**config.mk**
```make
export PLATFORM = sky130hd
export DESIGN_NAME = dmd_divider
export DESIGN_NICKNAME = d
export VERILOG_FILES = /design/src/dmd_pkg.sv /design/src/dmd_edge_det.sv /design/src/dmd_divider.sv
export SDC_FILE = /design/constraint.sdc
export NUM_CORES = 1
export LEC_CHECK = 0
export BUFFER_PORTS_ARGS = -buffer_cell sky130_fd_sc_hd__buf_2
export CAP_MARGIN = 10
export CORE_MARGIN = 5
export CORE_UTILIZATION = 35
export CTS_CLUSTER_DIAMETER = 40
export DETAILED_ROUTE_END_ITERATION = 12
export MAX_ROUTING_LAYER = met4
export PLACE_DENSITY = 0.63
export RECOVER_POWER = 100
export SYNTH_ARGS = -nofsm -noshare
export SYNTH_HDL_FRONTEND = slang
export SYNTH_HIERARCHICAL = 1
export SYNTH_SLANG_ARGS = --single-unit
```
**constraint.sdc**
```tcl
create_clock -name i_ref_clk -period 1.7 [get_ports i_ref_clk]
set_input_delay 0.17 -clock i_ref_clk [delete_from_list [all_inputs] [get_ports i_ref_clk]]
set_output_delay 0.17 -clock i_ref_clk [all_outputs]
set_load 0.01 [all_outputs]
```
**src/dmd_pkg.sv**
```systemverilog
// Purpose: Shared constants and types for the dual-modulus divider control
// Assumes: Counters clocked by the prescaler output sampled on i_ref_clk
// Notes:   Widths are defaults; the top module may override them
package dmd_pkg;

    localparam int DMD_N_WIDTH   = 10;
    localparam int DMD_A_WIDTH   = 7;
    localparam int DMD_P_MIN     = 3;
    localparam int DMD_P_MAX     = 128;
    localparam logic DMD_MOD_LOW  = 1'b0;
    localparam logic DMD_MOD_HIGH = 1'b1;

    typedef enum logic [1:0] {
        DMD_ST_IDLE,
        DMD_ST_SWALLOW,
        DMD_ST_MAIN
    } dmd_state_type;

    typedef struct packed {
        logic [DMD_N_WIDTH-1:0] main_count;
        logic [DMD_A_WIDTH-1:0] swallow_count;
    } dmd_prog_type;

    typedef struct packed {
        logic modulus_select_out;
        logic cycle_done;
    } dmd_stat_type;

endpackage : dmd_pkg

```
**src/dmd_edge_det.sv**
```systemverilog
// Purpose: Rising edge detector for the prescaler output
// Assumes: Input synchronous to i_ref_clk
// Notes:   One-cycle pulse per low-to-high transition
`timescale 1ns/1ns
module dmd_edge_det
    import dmd_pkg::*;
(
    input  wire logic i_ref_clk,
    input  wire logic i_rst,
    input  wire logic i_level,
    output logic      o_rise
);
    logic level_r;
    logic rise_r;

    always_ff @(posedge i_ref_clk) begin
        if (i_rst) begin
            level_r <= i_level;
            rise_r  <= 1'b0;
        end else begin
            level_r <= i_level;
            rise_r  <= i_level & ~level_r;
        end
    end

    assign o_rise = rise_r;
endmodule // dmd_edge_det

```
**src/dmd_divider.sv**
```systemverilog
// Purpose: Main and swallow counters steering a dual-modulus prescaler
// Assumes: Program words stable; prescaler output synchronous to i_ref_clk
// Notes:   Total ratio in prescaler input cycles is main*P + swallow
//
// Operation
// - Total ratio equals main times P plus swallow
// - Swallow counts down A..1 while main also counts down, then main counts down alone
// - Modulus select held for required prescaler cycles
// - Works for prescaler ratios 3/4 to 128/129
`timescale 1ns/1ns
module dmd_divider
    import dmd_pkg::*;
#(
    parameter int N_WIDTH = DMD_N_WIDTH,
    parameter int A_WIDTH = DMD_A_WIDTH
) (
    input  wire logic               i_ref_clk,
    input  wire logic               i_rst,
    input  wire logic               i_prescaler_out,
    input  wire logic [N_WIDTH-1:0] i_main_count,
    input  wire logic [A_WIDTH-1:0] i_swallow_count,
    output logic                    o_modulus_select_out,
    output logic                    o_cycle_done
);

    // Phase register and counters
    dmd_state_type          state_r;
    dmd_state_type          state_nxt;
    logic [N_WIDTH-1:0]     main_r;
    logic [N_WIDTH-1:0]     main_nxt;
    logic [A_WIDTH-1:0]     swallow_r;
    logic [A_WIDTH-1:0]     swallow_nxt;
    dmd_stat_type           stat_r;
    dmd_stat_type           stat_nxt;
    logic                   tick;

    // Decoded conditions
    logic                   in_swallow;
    logic                   in_main;
    logic                   main_last;
    logic                   swallow_last;
    logic [N_WIDTH-1:0]     main_dec;
    logic [A_WIDTH-1:0]     swallow_dec;
    logic                   load_modulus;
    dmd_state_type          load_phase;
    logic                   swallow_tick;
    logic                   main_tick;
    logic                   swallow_end;
    logic                   main_end;
    logic                   cycle_end;

    // Counters advance once per prescaler output rising edge
    dmd_edge_det u_edge (
        .i_ref_clk (i_ref_clk),
        .i_rst     (i_rst),
        .i_level   (i_prescaler_out),
        .o_rise    (tick)
    );

    // Modulus that opens a divide cycle
    function automatic logic first_modulus(input logic [A_WIDTH-1:0] swallow);
        if (swallow != '0) begin
            return DMD_MOD_LOW;
        end else begin
            return DMD_MOD_HIGH;
        end
    endfunction

    // Phase that opens a divide cycle
    function automatic dmd_state_type first_phase(input logic [A_WIDTH-1:0] swallow);
        if (swallow != '0) begin
            return DMD_ST_SWALLOW;
        end else begin
            return DMD_ST_MAIN;
        end
    endfunction

    // Main counter on its final group; zero counts as one group
    function automatic logic main_at_end(input logic [N_WIDTH-1:0] count);
        if ((count == N_WIDTH'(1)) || (count == '0)) begin
            return 1'b1;
        end else begin
            return 1'b0;
        end
    endfunction

    // Swallow counter on its final group
    function automatic logic swallow_at_end(input logic [A_WIDTH-1:0] count);
        if (count == A_WIDTH'(1)) begin
            return 1'b1;
        end else begin
            return 1'b0;
        end
    endfunction

    // Each tick is one prescaler group of P or P+1 input cycles.
    // Swallow phase: A groups at P+1; main phase: N-A groups at P.
    // Total = A*(P+1) + (N-A)*P = N*P + A for any P, 3..128.
    assign in_swallow   = (state_r == DMD_ST_SWALLOW);
    assign in_main      = (state_r == DMD_ST_MAIN);
    assign main_last    = main_at_end(main_r);
    assign swallow_last = swallow_at_end(swallow_r);
    assign main_dec     = main_r - N_WIDTH'(1);
    assign swallow_dec  = swallow_r - A_WIDTH'(1);
    assign load_modulus = first_modulus(i_swallow_count);
    assign load_phase   = first_phase(i_swallow_count);
    assign swallow_tick = tick && in_swallow;
    assign main_tick    = tick && in_main;
    assign swallow_end  = swallow_tick && swallow_last;
    assign main_end     = main_tick && main_last;
    assign cycle_end    = (swallow_end && main_last) || main_end;

    // Phase sequencing
    always_comb begin
        state_nxt = state_r;
        case (state_r)
            DMD_ST_IDLE: begin
                state_nxt = load_phase;
            end
            DMD_ST_SWALLOW: begin
                if (swallow_end) begin
                    state_nxt = main_last ? DMD_ST_IDLE : DMD_ST_MAIN;
                end
            end
            DMD_ST_MAIN: begin
                if (main_end) begin
                    state_nxt = DMD_ST_IDLE;
                end
            end
            default: begin
                state_nxt = DMD_ST_IDLE;
            end
        endcase
    end

    // Counter loading and stepping
    always_comb begin
        main_nxt    = main_r;
        swallow_nxt = swallow_r;
        case (state_r)
            DMD_ST_IDLE: begin
                main_nxt    = i_main_count;
                swallow_nxt = i_swallow_count;
            end
            DMD_ST_SWALLOW: begin
                if (tick) begin
                    main_nxt    = main_dec;
                    swallow_nxt = swallow_dec;
                end
            end
            DMD_ST_MAIN: begin
                if (tick) begin
                    main_nxt = main_dec;
                end
            end
            default: begin
                main_nxt    = '0;
                swallow_nxt = '0;
            end
        endcase
    end

    // Modulus select and end of cycle
    always_comb begin
        stat_nxt            = stat_r;
        stat_nxt.cycle_done = cycle_end;
        case (state_r)
            DMD_ST_IDLE: begin
                stat_nxt.modulus_select_out = load_modulus;
            end
            DMD_ST_SWALLOW: begin
                if (swallow_end) begin
                    stat_nxt.modulus_select_out = DMD_MOD_HIGH;
                end
            end
            DMD_ST_MAIN: begin
                stat_nxt.modulus_select_out = DMD_MOD_HIGH;
            end
            default: begin
                stat_nxt.modulus_select_out = DMD_MOD_HIGH;
            end
        endcase
    end

    // Phase register
    always_ff @(posedge i_ref_clk) begin
        if (i_rst) begin
            state_r <= DMD_ST_IDLE;
        end else begin
            state_r <= state_nxt;
        end
    end

    // Counters
    always_ff @(posedge i_ref_clk) begin
        if (i_rst) begin
            main_r    <= '0;
            swallow_r <= '0;
        end else begin
            main_r    <= main_nxt;
            swallow_r <= swallow_nxt;
        end
    end

    // Registered status
    always_ff @(posedge i_ref_clk) begin
        if (i_rst) begin
            stat_r.modulus_select_out <= DMD_MOD_HIGH;
            stat_r.cycle_done         <= 1'b0;
        end else begin
            stat_r <= stat_nxt;
        end
    end

    // Outputs straight from the status flops
    assign o_modulus_select_out = stat_r.modulus_select_out;
    assign o_cycle_done         = stat_r.cycle_done;
endmodule // dmd_divider

```
== After elaboration in Yosys (flattened, before gate mapping) ==
Cells that the tools add are included.

* Memories kept: 0
* Register bits: 23
* RAM bits: 0
* Input bits: 20
* Bits in latches: 0
* Bits in read-only memories: 0
* Output and inout port bits: 2

* Bitwise gates (word level): 3
* Multiplexer cells: 14
* Div/mod/pow operators: 0
* Eq/ne operators: 8
* $mul: 0
* Shifts and indexed selects: 0
* Reduce and logical (&&, ||, !) cells: 13
* Add/subtract/negate cells: 2
* Order comparisons: 0

{| class="wikitable"
|+ Operators with widths
! cell !! number
|-
| 7-bit case mux with 3 select lines || 1
|-
| 10-bit case mux with 2 select lines || 1
|-
| 10-bit by 1-bit equality test with 1-bit output (second input constant) || 1
|-
| 10-bit logical NOT || 1
|-
| 10-bit 2-to-1 mux || 1
|-
| 10-bit by 1-bit subtractor with 10-bit output (second input constant) || 1
|-
| 2-bit 2-to-1 mux || 4
|-
| 2-bit by 1-bit inequality test with 1-bit output (second input constant) || 4
|-
| 7-bit by 1-bit equality test with 1-bit output (second input constant) || 1
|-
| 7-bit 2-to-1 mux || 1
|-
| 7-bit nonzero test || 1
|-
| 7-bit by 1-bit subtractor with 7-bit output (second input constant) || 1
|-
| 2-bit case mux with 3 select lines || 1
|-
| 1-bit logical AND || 5
|-
| 1-bit 2-to-1 mux || 4
|-
| 2-bit AND reduction || 2
|-
| 2-bit by 1-bit equality test with 1-bit output (second input constant) || 1
|-
| 2-bit equality test (second input constant) || 1
|-
| 2-bit logical NOT || 1
|-
| 1-bit logical OR || 2
|-
| 1-bit inverter || 2
|-
| 1-bit case mux with 2 select lines || 1
|-
| 2-bit OR reduction || 1
|-
| 1-bit AND || 1
|}

== Logic depth before layout (Yosys ltp) ==
* Word-level depth: 6
* Depth in mapped cells: 7
* Depth with buffers taken out: 6

== By module ==
The synthesis kept the hierarchy.

{| class="wikitable"
|+ Modules (own cells, without submodules)
! module !! instances !! area an instance (µm²) !! cells each !! seq. area each (µm²)
|-
| dmd_divider || 1 || 1395.1 || 176 || 420.4
|-
| dmd_edge_det || 1 || 52.6 || 3 || 40.0
|}

== Least setup slack after synthesis ==
Ideal clock, no wire load.

* Kind: reg-to-reg
* From: register state_r[0]
* To: register main_r[9]
* Setup time: 0.075 ns
* Stages on the path, launching flop included: 8
* Arrival time: 1.670 ns
* Slack: -0.045 ns
* Period minus slack after synthesis: 1.745 ns
* Cells stage by stage: dfxtp_1 inv_1 ha_1 clkbuf_1 nor2b_1 clkbuf_1 a22oi_1 o22ai_1

* Cells in the longest elaborated chain, start to end: 3
* Elaborated cells on any way between the ends: 6
* Those cells by class: eq/ne (3); mux (1); reduce/logical (2)

{| class="wikitable"
|+ Ends and longest elaborated chain
! item !! line !! source
|-
| from (decl) || dmd_divider.sv:27 || <nowiki>dmd_state_type state_r;</nowiki>
|-
| from (signal assigned) || dmd_divider.sv:190 || <nowiki>state_r <= state_nxt;</nowiki>
|-
| 2-bit by 1-bit equality test with 1-bit output / 2-bit equality test (equally long branches) || dmd_divider.sv:140 || <nowiki>case (state_r)</nowiki>
|-
| 2-bit OR reduction (no line) || - ||
|-
| 10-bit case mux with 2 select lines / 2-bit by 1-bit inequality test with 1-bit output (equally long branches) || - ||
|-
| to (signal assigned) || dmd_divider.sv:200 || <nowiki>main_r <= main_nxt;</nowiki>
|-
| to (decl) || dmd_divider.sv:29 || <nowiki>logic [N_WIDTH-1:0] main_r;</nowiki>
|}

Parallel ways exist; a longest one is shown, timed or not.
A chain may end at the register's enable or synchronous reset.

== Worst setup path after layout ==
* From: register swallow_r[2]
* To: register state_r[0]

* Cells in the longest elaborated chain, start to end: 5

{| class="wikitable"
|+ Ends and longest elaborated chain
! item !! line !! source
|-
| from (decl) || dmd_divider.sv:31 || <nowiki>logic [A_WIDTH-1:0] swallow_r;</nowiki>
|-
| from (signal assigned) || dmd_divider.sv:201 || <nowiki>swallow_r <= swallow_nxt;</nowiki>
|-
| 7-bit by 1-bit equality test with 1-bit output || dmd_divider.sv:89 || <nowiki>if (count == A_WIDTH'(1)) begin</nowiki>
|-
| 1-bit 2-to-1 mux || dmd_divider.sv:89 ||
|-
| 1-bit logical AND || dmd_divider.sv:109 || <nowiki>assign swallow_end = swallow_tick && swallow_last;</nowiki>
|-
| 2-bit by 1-bit inequality test with 1-bit output (no line) || - ||
|-
| 2-bit AND reduction (no line) || - ||
|}

No other way between the ends.

==> flow_summary.toml <==
[power]
combinationalPowerShare_pct = 67.6
cellLeakagePower_nw = 0.770
p_per_area_nw_per_um2 = 2160
p_switching_w = 0.00175
pwr-share-seq_pct = 23.6
clockPowerShare_pct = 8.7
intPower_w = 0.00222
switching_share_pct = 44.0
vdd_drop_max_mv = 0.748

[finish]
nets = 249
final_cell_mix = "dfxtp_1, buf_4, buf_2"
fin_util_pct = 46.0
drive_gt1_share_pct = 28.2
area_growth_pct = 27.1
num_antenna_cells = 0

[clock_network]
worst_skew_pair.late_latency_ps = 270
cts_tree = "yes"
clockBufferDepth = 2
cts_root_buf = "clkbuf_8"
clkSinkCount = 23
post_cts_buffers = 0
cts_buffers = 3
path_clk_slew_ps = 90
cts_max_level = 1

[setup_path]
worstPathArrival_ps = 1890
rrSetupSlack_ps = 20
critical_path_class = "flop to flop"
worstPathMaxFanout = 5
worstSetupStartpointType = "flop"
crit_required_ps = 1910
cp-end-kind = "flop"
timing.rr.end = "state_r[0]$_SDFFE_PP0P_"
worstReg2RegStart = "swallow_r[2]$_SDFFE_PP0P_"
rr_worst_depth = 4

[yosys]
synth_warnings = 6
synth_fa_ha_area_share_pct = 6.91
synth_compound_area_share_pct = 28.7
ys_seq_elements = 23
synth_xor_area_share_pct = 3.03
ys_types = 45
synth_top_cell_area_share_pct = 31.8
synth-edff-count = 0
ys_seq_area_share_pct = 31.8
synth_area_sq_um = 1450
ys_async_sr_fraction_pct = 0
synthCells = 179
yosys.area.top_type = "dfxtp_1"
synth_top_family_by_area = "compound AO/OA/AOI/OAI gates"
synthMuxAreaShare_pct = 0.691
synthSimpleGateAreaFrac_pct = 22.6
synthTopCellsByArea = "dfxtp_1, ha_1, a22oi_1, nor2_1, a21oi_1"
ys.flop_type = "dfxtp_1"
synth_nets = 207
syn_area_per_cell_sq_um = 8.09

[flow_run]
cap_viol_max_count = 0

[routing]
highest_layer = "met4"
avgViaCountPerCell = 5.33
drt_iter0_markers = 113
ant_nets = 0
drc = 0
wl_per_cell_um = 13.5
wl_met2_um = 1660
m1WireLength_um = 1760
dr_wl_met3_um = 177
wirelength_um = 3640
dr_total_vias = 1440
drtPass1Iterations = 4

[die]
die_w_um = 74.3
rows = 23
num_io_pins = 22
die-area_sq_um = 5520
die_y_um = 74.3
coreArea_sq_um = 4000
start_util_pct = 36.2

[timing]
rsz0062_at_grt = "yes"
setup_tns_ps = 0
post-route-min-period_ps = 1680
worstMarginPinSlew_ps = 498
setup_viol = 0
slew_viol_final = 0
post-route-period-util_pct = 98.6
fin_ws_ps = 24.6
finClkSkew_ps = 12.9
fmax_mhz = 597
hold_viol_final = 0
slew_headroom_pct = 66.8
whs_ps = 18.9

[placement]
gp_congestion = 0.881
dp_hpwl_um = 2780
io_buffers = 21
post-place-ws_ps = 24.2

[global_route]
grt_max_degree = 26
overflow = 0
antenna_found_initial = 0
grt_pass1_vias = 1297
grt_use_total_pct = 14.8
grt_pass1_wl_um = 6140

[min_path]
hold_path.startpoint = "i_prescaler_out"
hold_end = "u_edge/level_r$_DFF_P_"
hp-class = "primary input to flop"
hold_depth = 1

[outcome]
status = "complete, no violations"
## repair_timing
| item | in CTS | in global routing |
|---|---|---|
| hold buffers | 0 | 0 |
| setup endpoints to repair | 0 | 11 |
| endpoints found under the hold margin | 0 | 0 |
| resized for setup | 0 | 12 |
## through the flow
step / area (sq um) / instances / power [W]
3_3_place_gp: 1760 / 266 / 0.00352
2_1_floorplan: 1450 / 179 / 0.00256
6_report: 1840 / 270 / 0.00397
5_1_grt: 1840 / 270 / 0.00434
3_5_place_dp: 1760 / 266 / 0.00352
4_1_cts: 1800 / 270 / 0.00389
## flip-flops by register name, indices dropped and copies added (netlist names)
name	count
u_edge/level_r	1
main_r	10
swallow_r	7
u_edge/o_rise	1
state_r	2
o_cycle_done	1
o_modulus_select_out	1
## final cells by class
class / instances / area (sq um)
fill: 409 / 2160
clock inverter: 1 / 5.00
clock buffer: 3 / 41.3
tap: 50 / 62.6
timing repair buffer: 45 / 273
sequential: 23 / 463
inverter: 14 / 52.6
multi-input combinational: 134 / 942
## worst max-delay path, stage by stage (launching register included)
cell and delay, ps:
dfxtp_2 320, or4_4 520, o31a_1 330, or3_1 310
a21oi_1 130
## power groups by stage
stage,Sequential [W],Combinational [W],Clock [W]
3_5_place_dp,0.000939,0.00258,0
4_1_cts,0.000926,0.00260,0.000368
6_report,0.000937,0.00268,0.000347
2_1_floorplan,0.000946,0.00161,0
3_3_place_gp,0.000937,0.00258,0
5_1_grt,0.000969,0.00299,0.000387
## per-layer routing
metal | up-vias | track usage (%)
met3 | 4 | 3.11
met1 | 660 | 20.1
met5 | - | -
met4 | 0 | 4.15
met2 | 28 | 22.0
li1 | 748 | -
## synthesized netlist by cell type (all sizes together) (2+ instances only)
| cell | count |
|---|---|
| a211oi | 4 |
| a21o | 2 |
| a21oi | 11 |
| a22oi | 10 |
| a32oi | 2 |
| buf | 2 |
| clkbuf | 6 |
| dfxtp | 23 |
| ha | 8 |
| inv | 14 |
| nand2 | 14 |
| nand3 | 4 |
| nand3b | 2 |
| nand4 | 4 |
| nor2 | 15 |
| nor2b | 2 |
| nor3 | 5 |
| nor3b | 4 |
| nor4 | 2 |
| o21ai | 10 |
| o22ai | 4 |
| o31a | 4 |
| o31ai | 2 |
| o41ai | 3 |
| or3 | 3 |
| or4 | 3 |
| xor2 | 4 |
## worst max-delay path by stage
stage	startpoint	endpoint	slack [ps]	cells past startpoint
after floorplan	swallow_r[2]$_SDFFE_PP0P_	state_r[0]$_SDFFE_PP0P_	6	4
after CTS	swallow_r[2]$_SDFFE_PP0P_	state_r[0]$_SDFFE_PP0P_	10	4
final	swallow_r[2]$_SDFFE_PP0P_	state_r[0]$_SDFFE_PP0P_	20	4
after global placement	swallow_r[2]$_SDFFE_PP0P_	state_r[0]$_SDFFE_PP0P_	30	4
after global routing	swallow_r[2]$_SDFFE_PP0P_	state_r[0]$_SDFFE_PP0P_	-20	4
after detailed placement	swallow_r[2]$_SDFFE_PP0P_	state_r[0]$_SDFFE_PP0P_	20	4
## cell families after synthesis
logic type,Yosys count
compound gates,59
xor+xnor,5
fa+ha+maj,8
buf+inv,22
flops,23
mux,1
simple gates,61
Power figures use the tool's default switching activity.
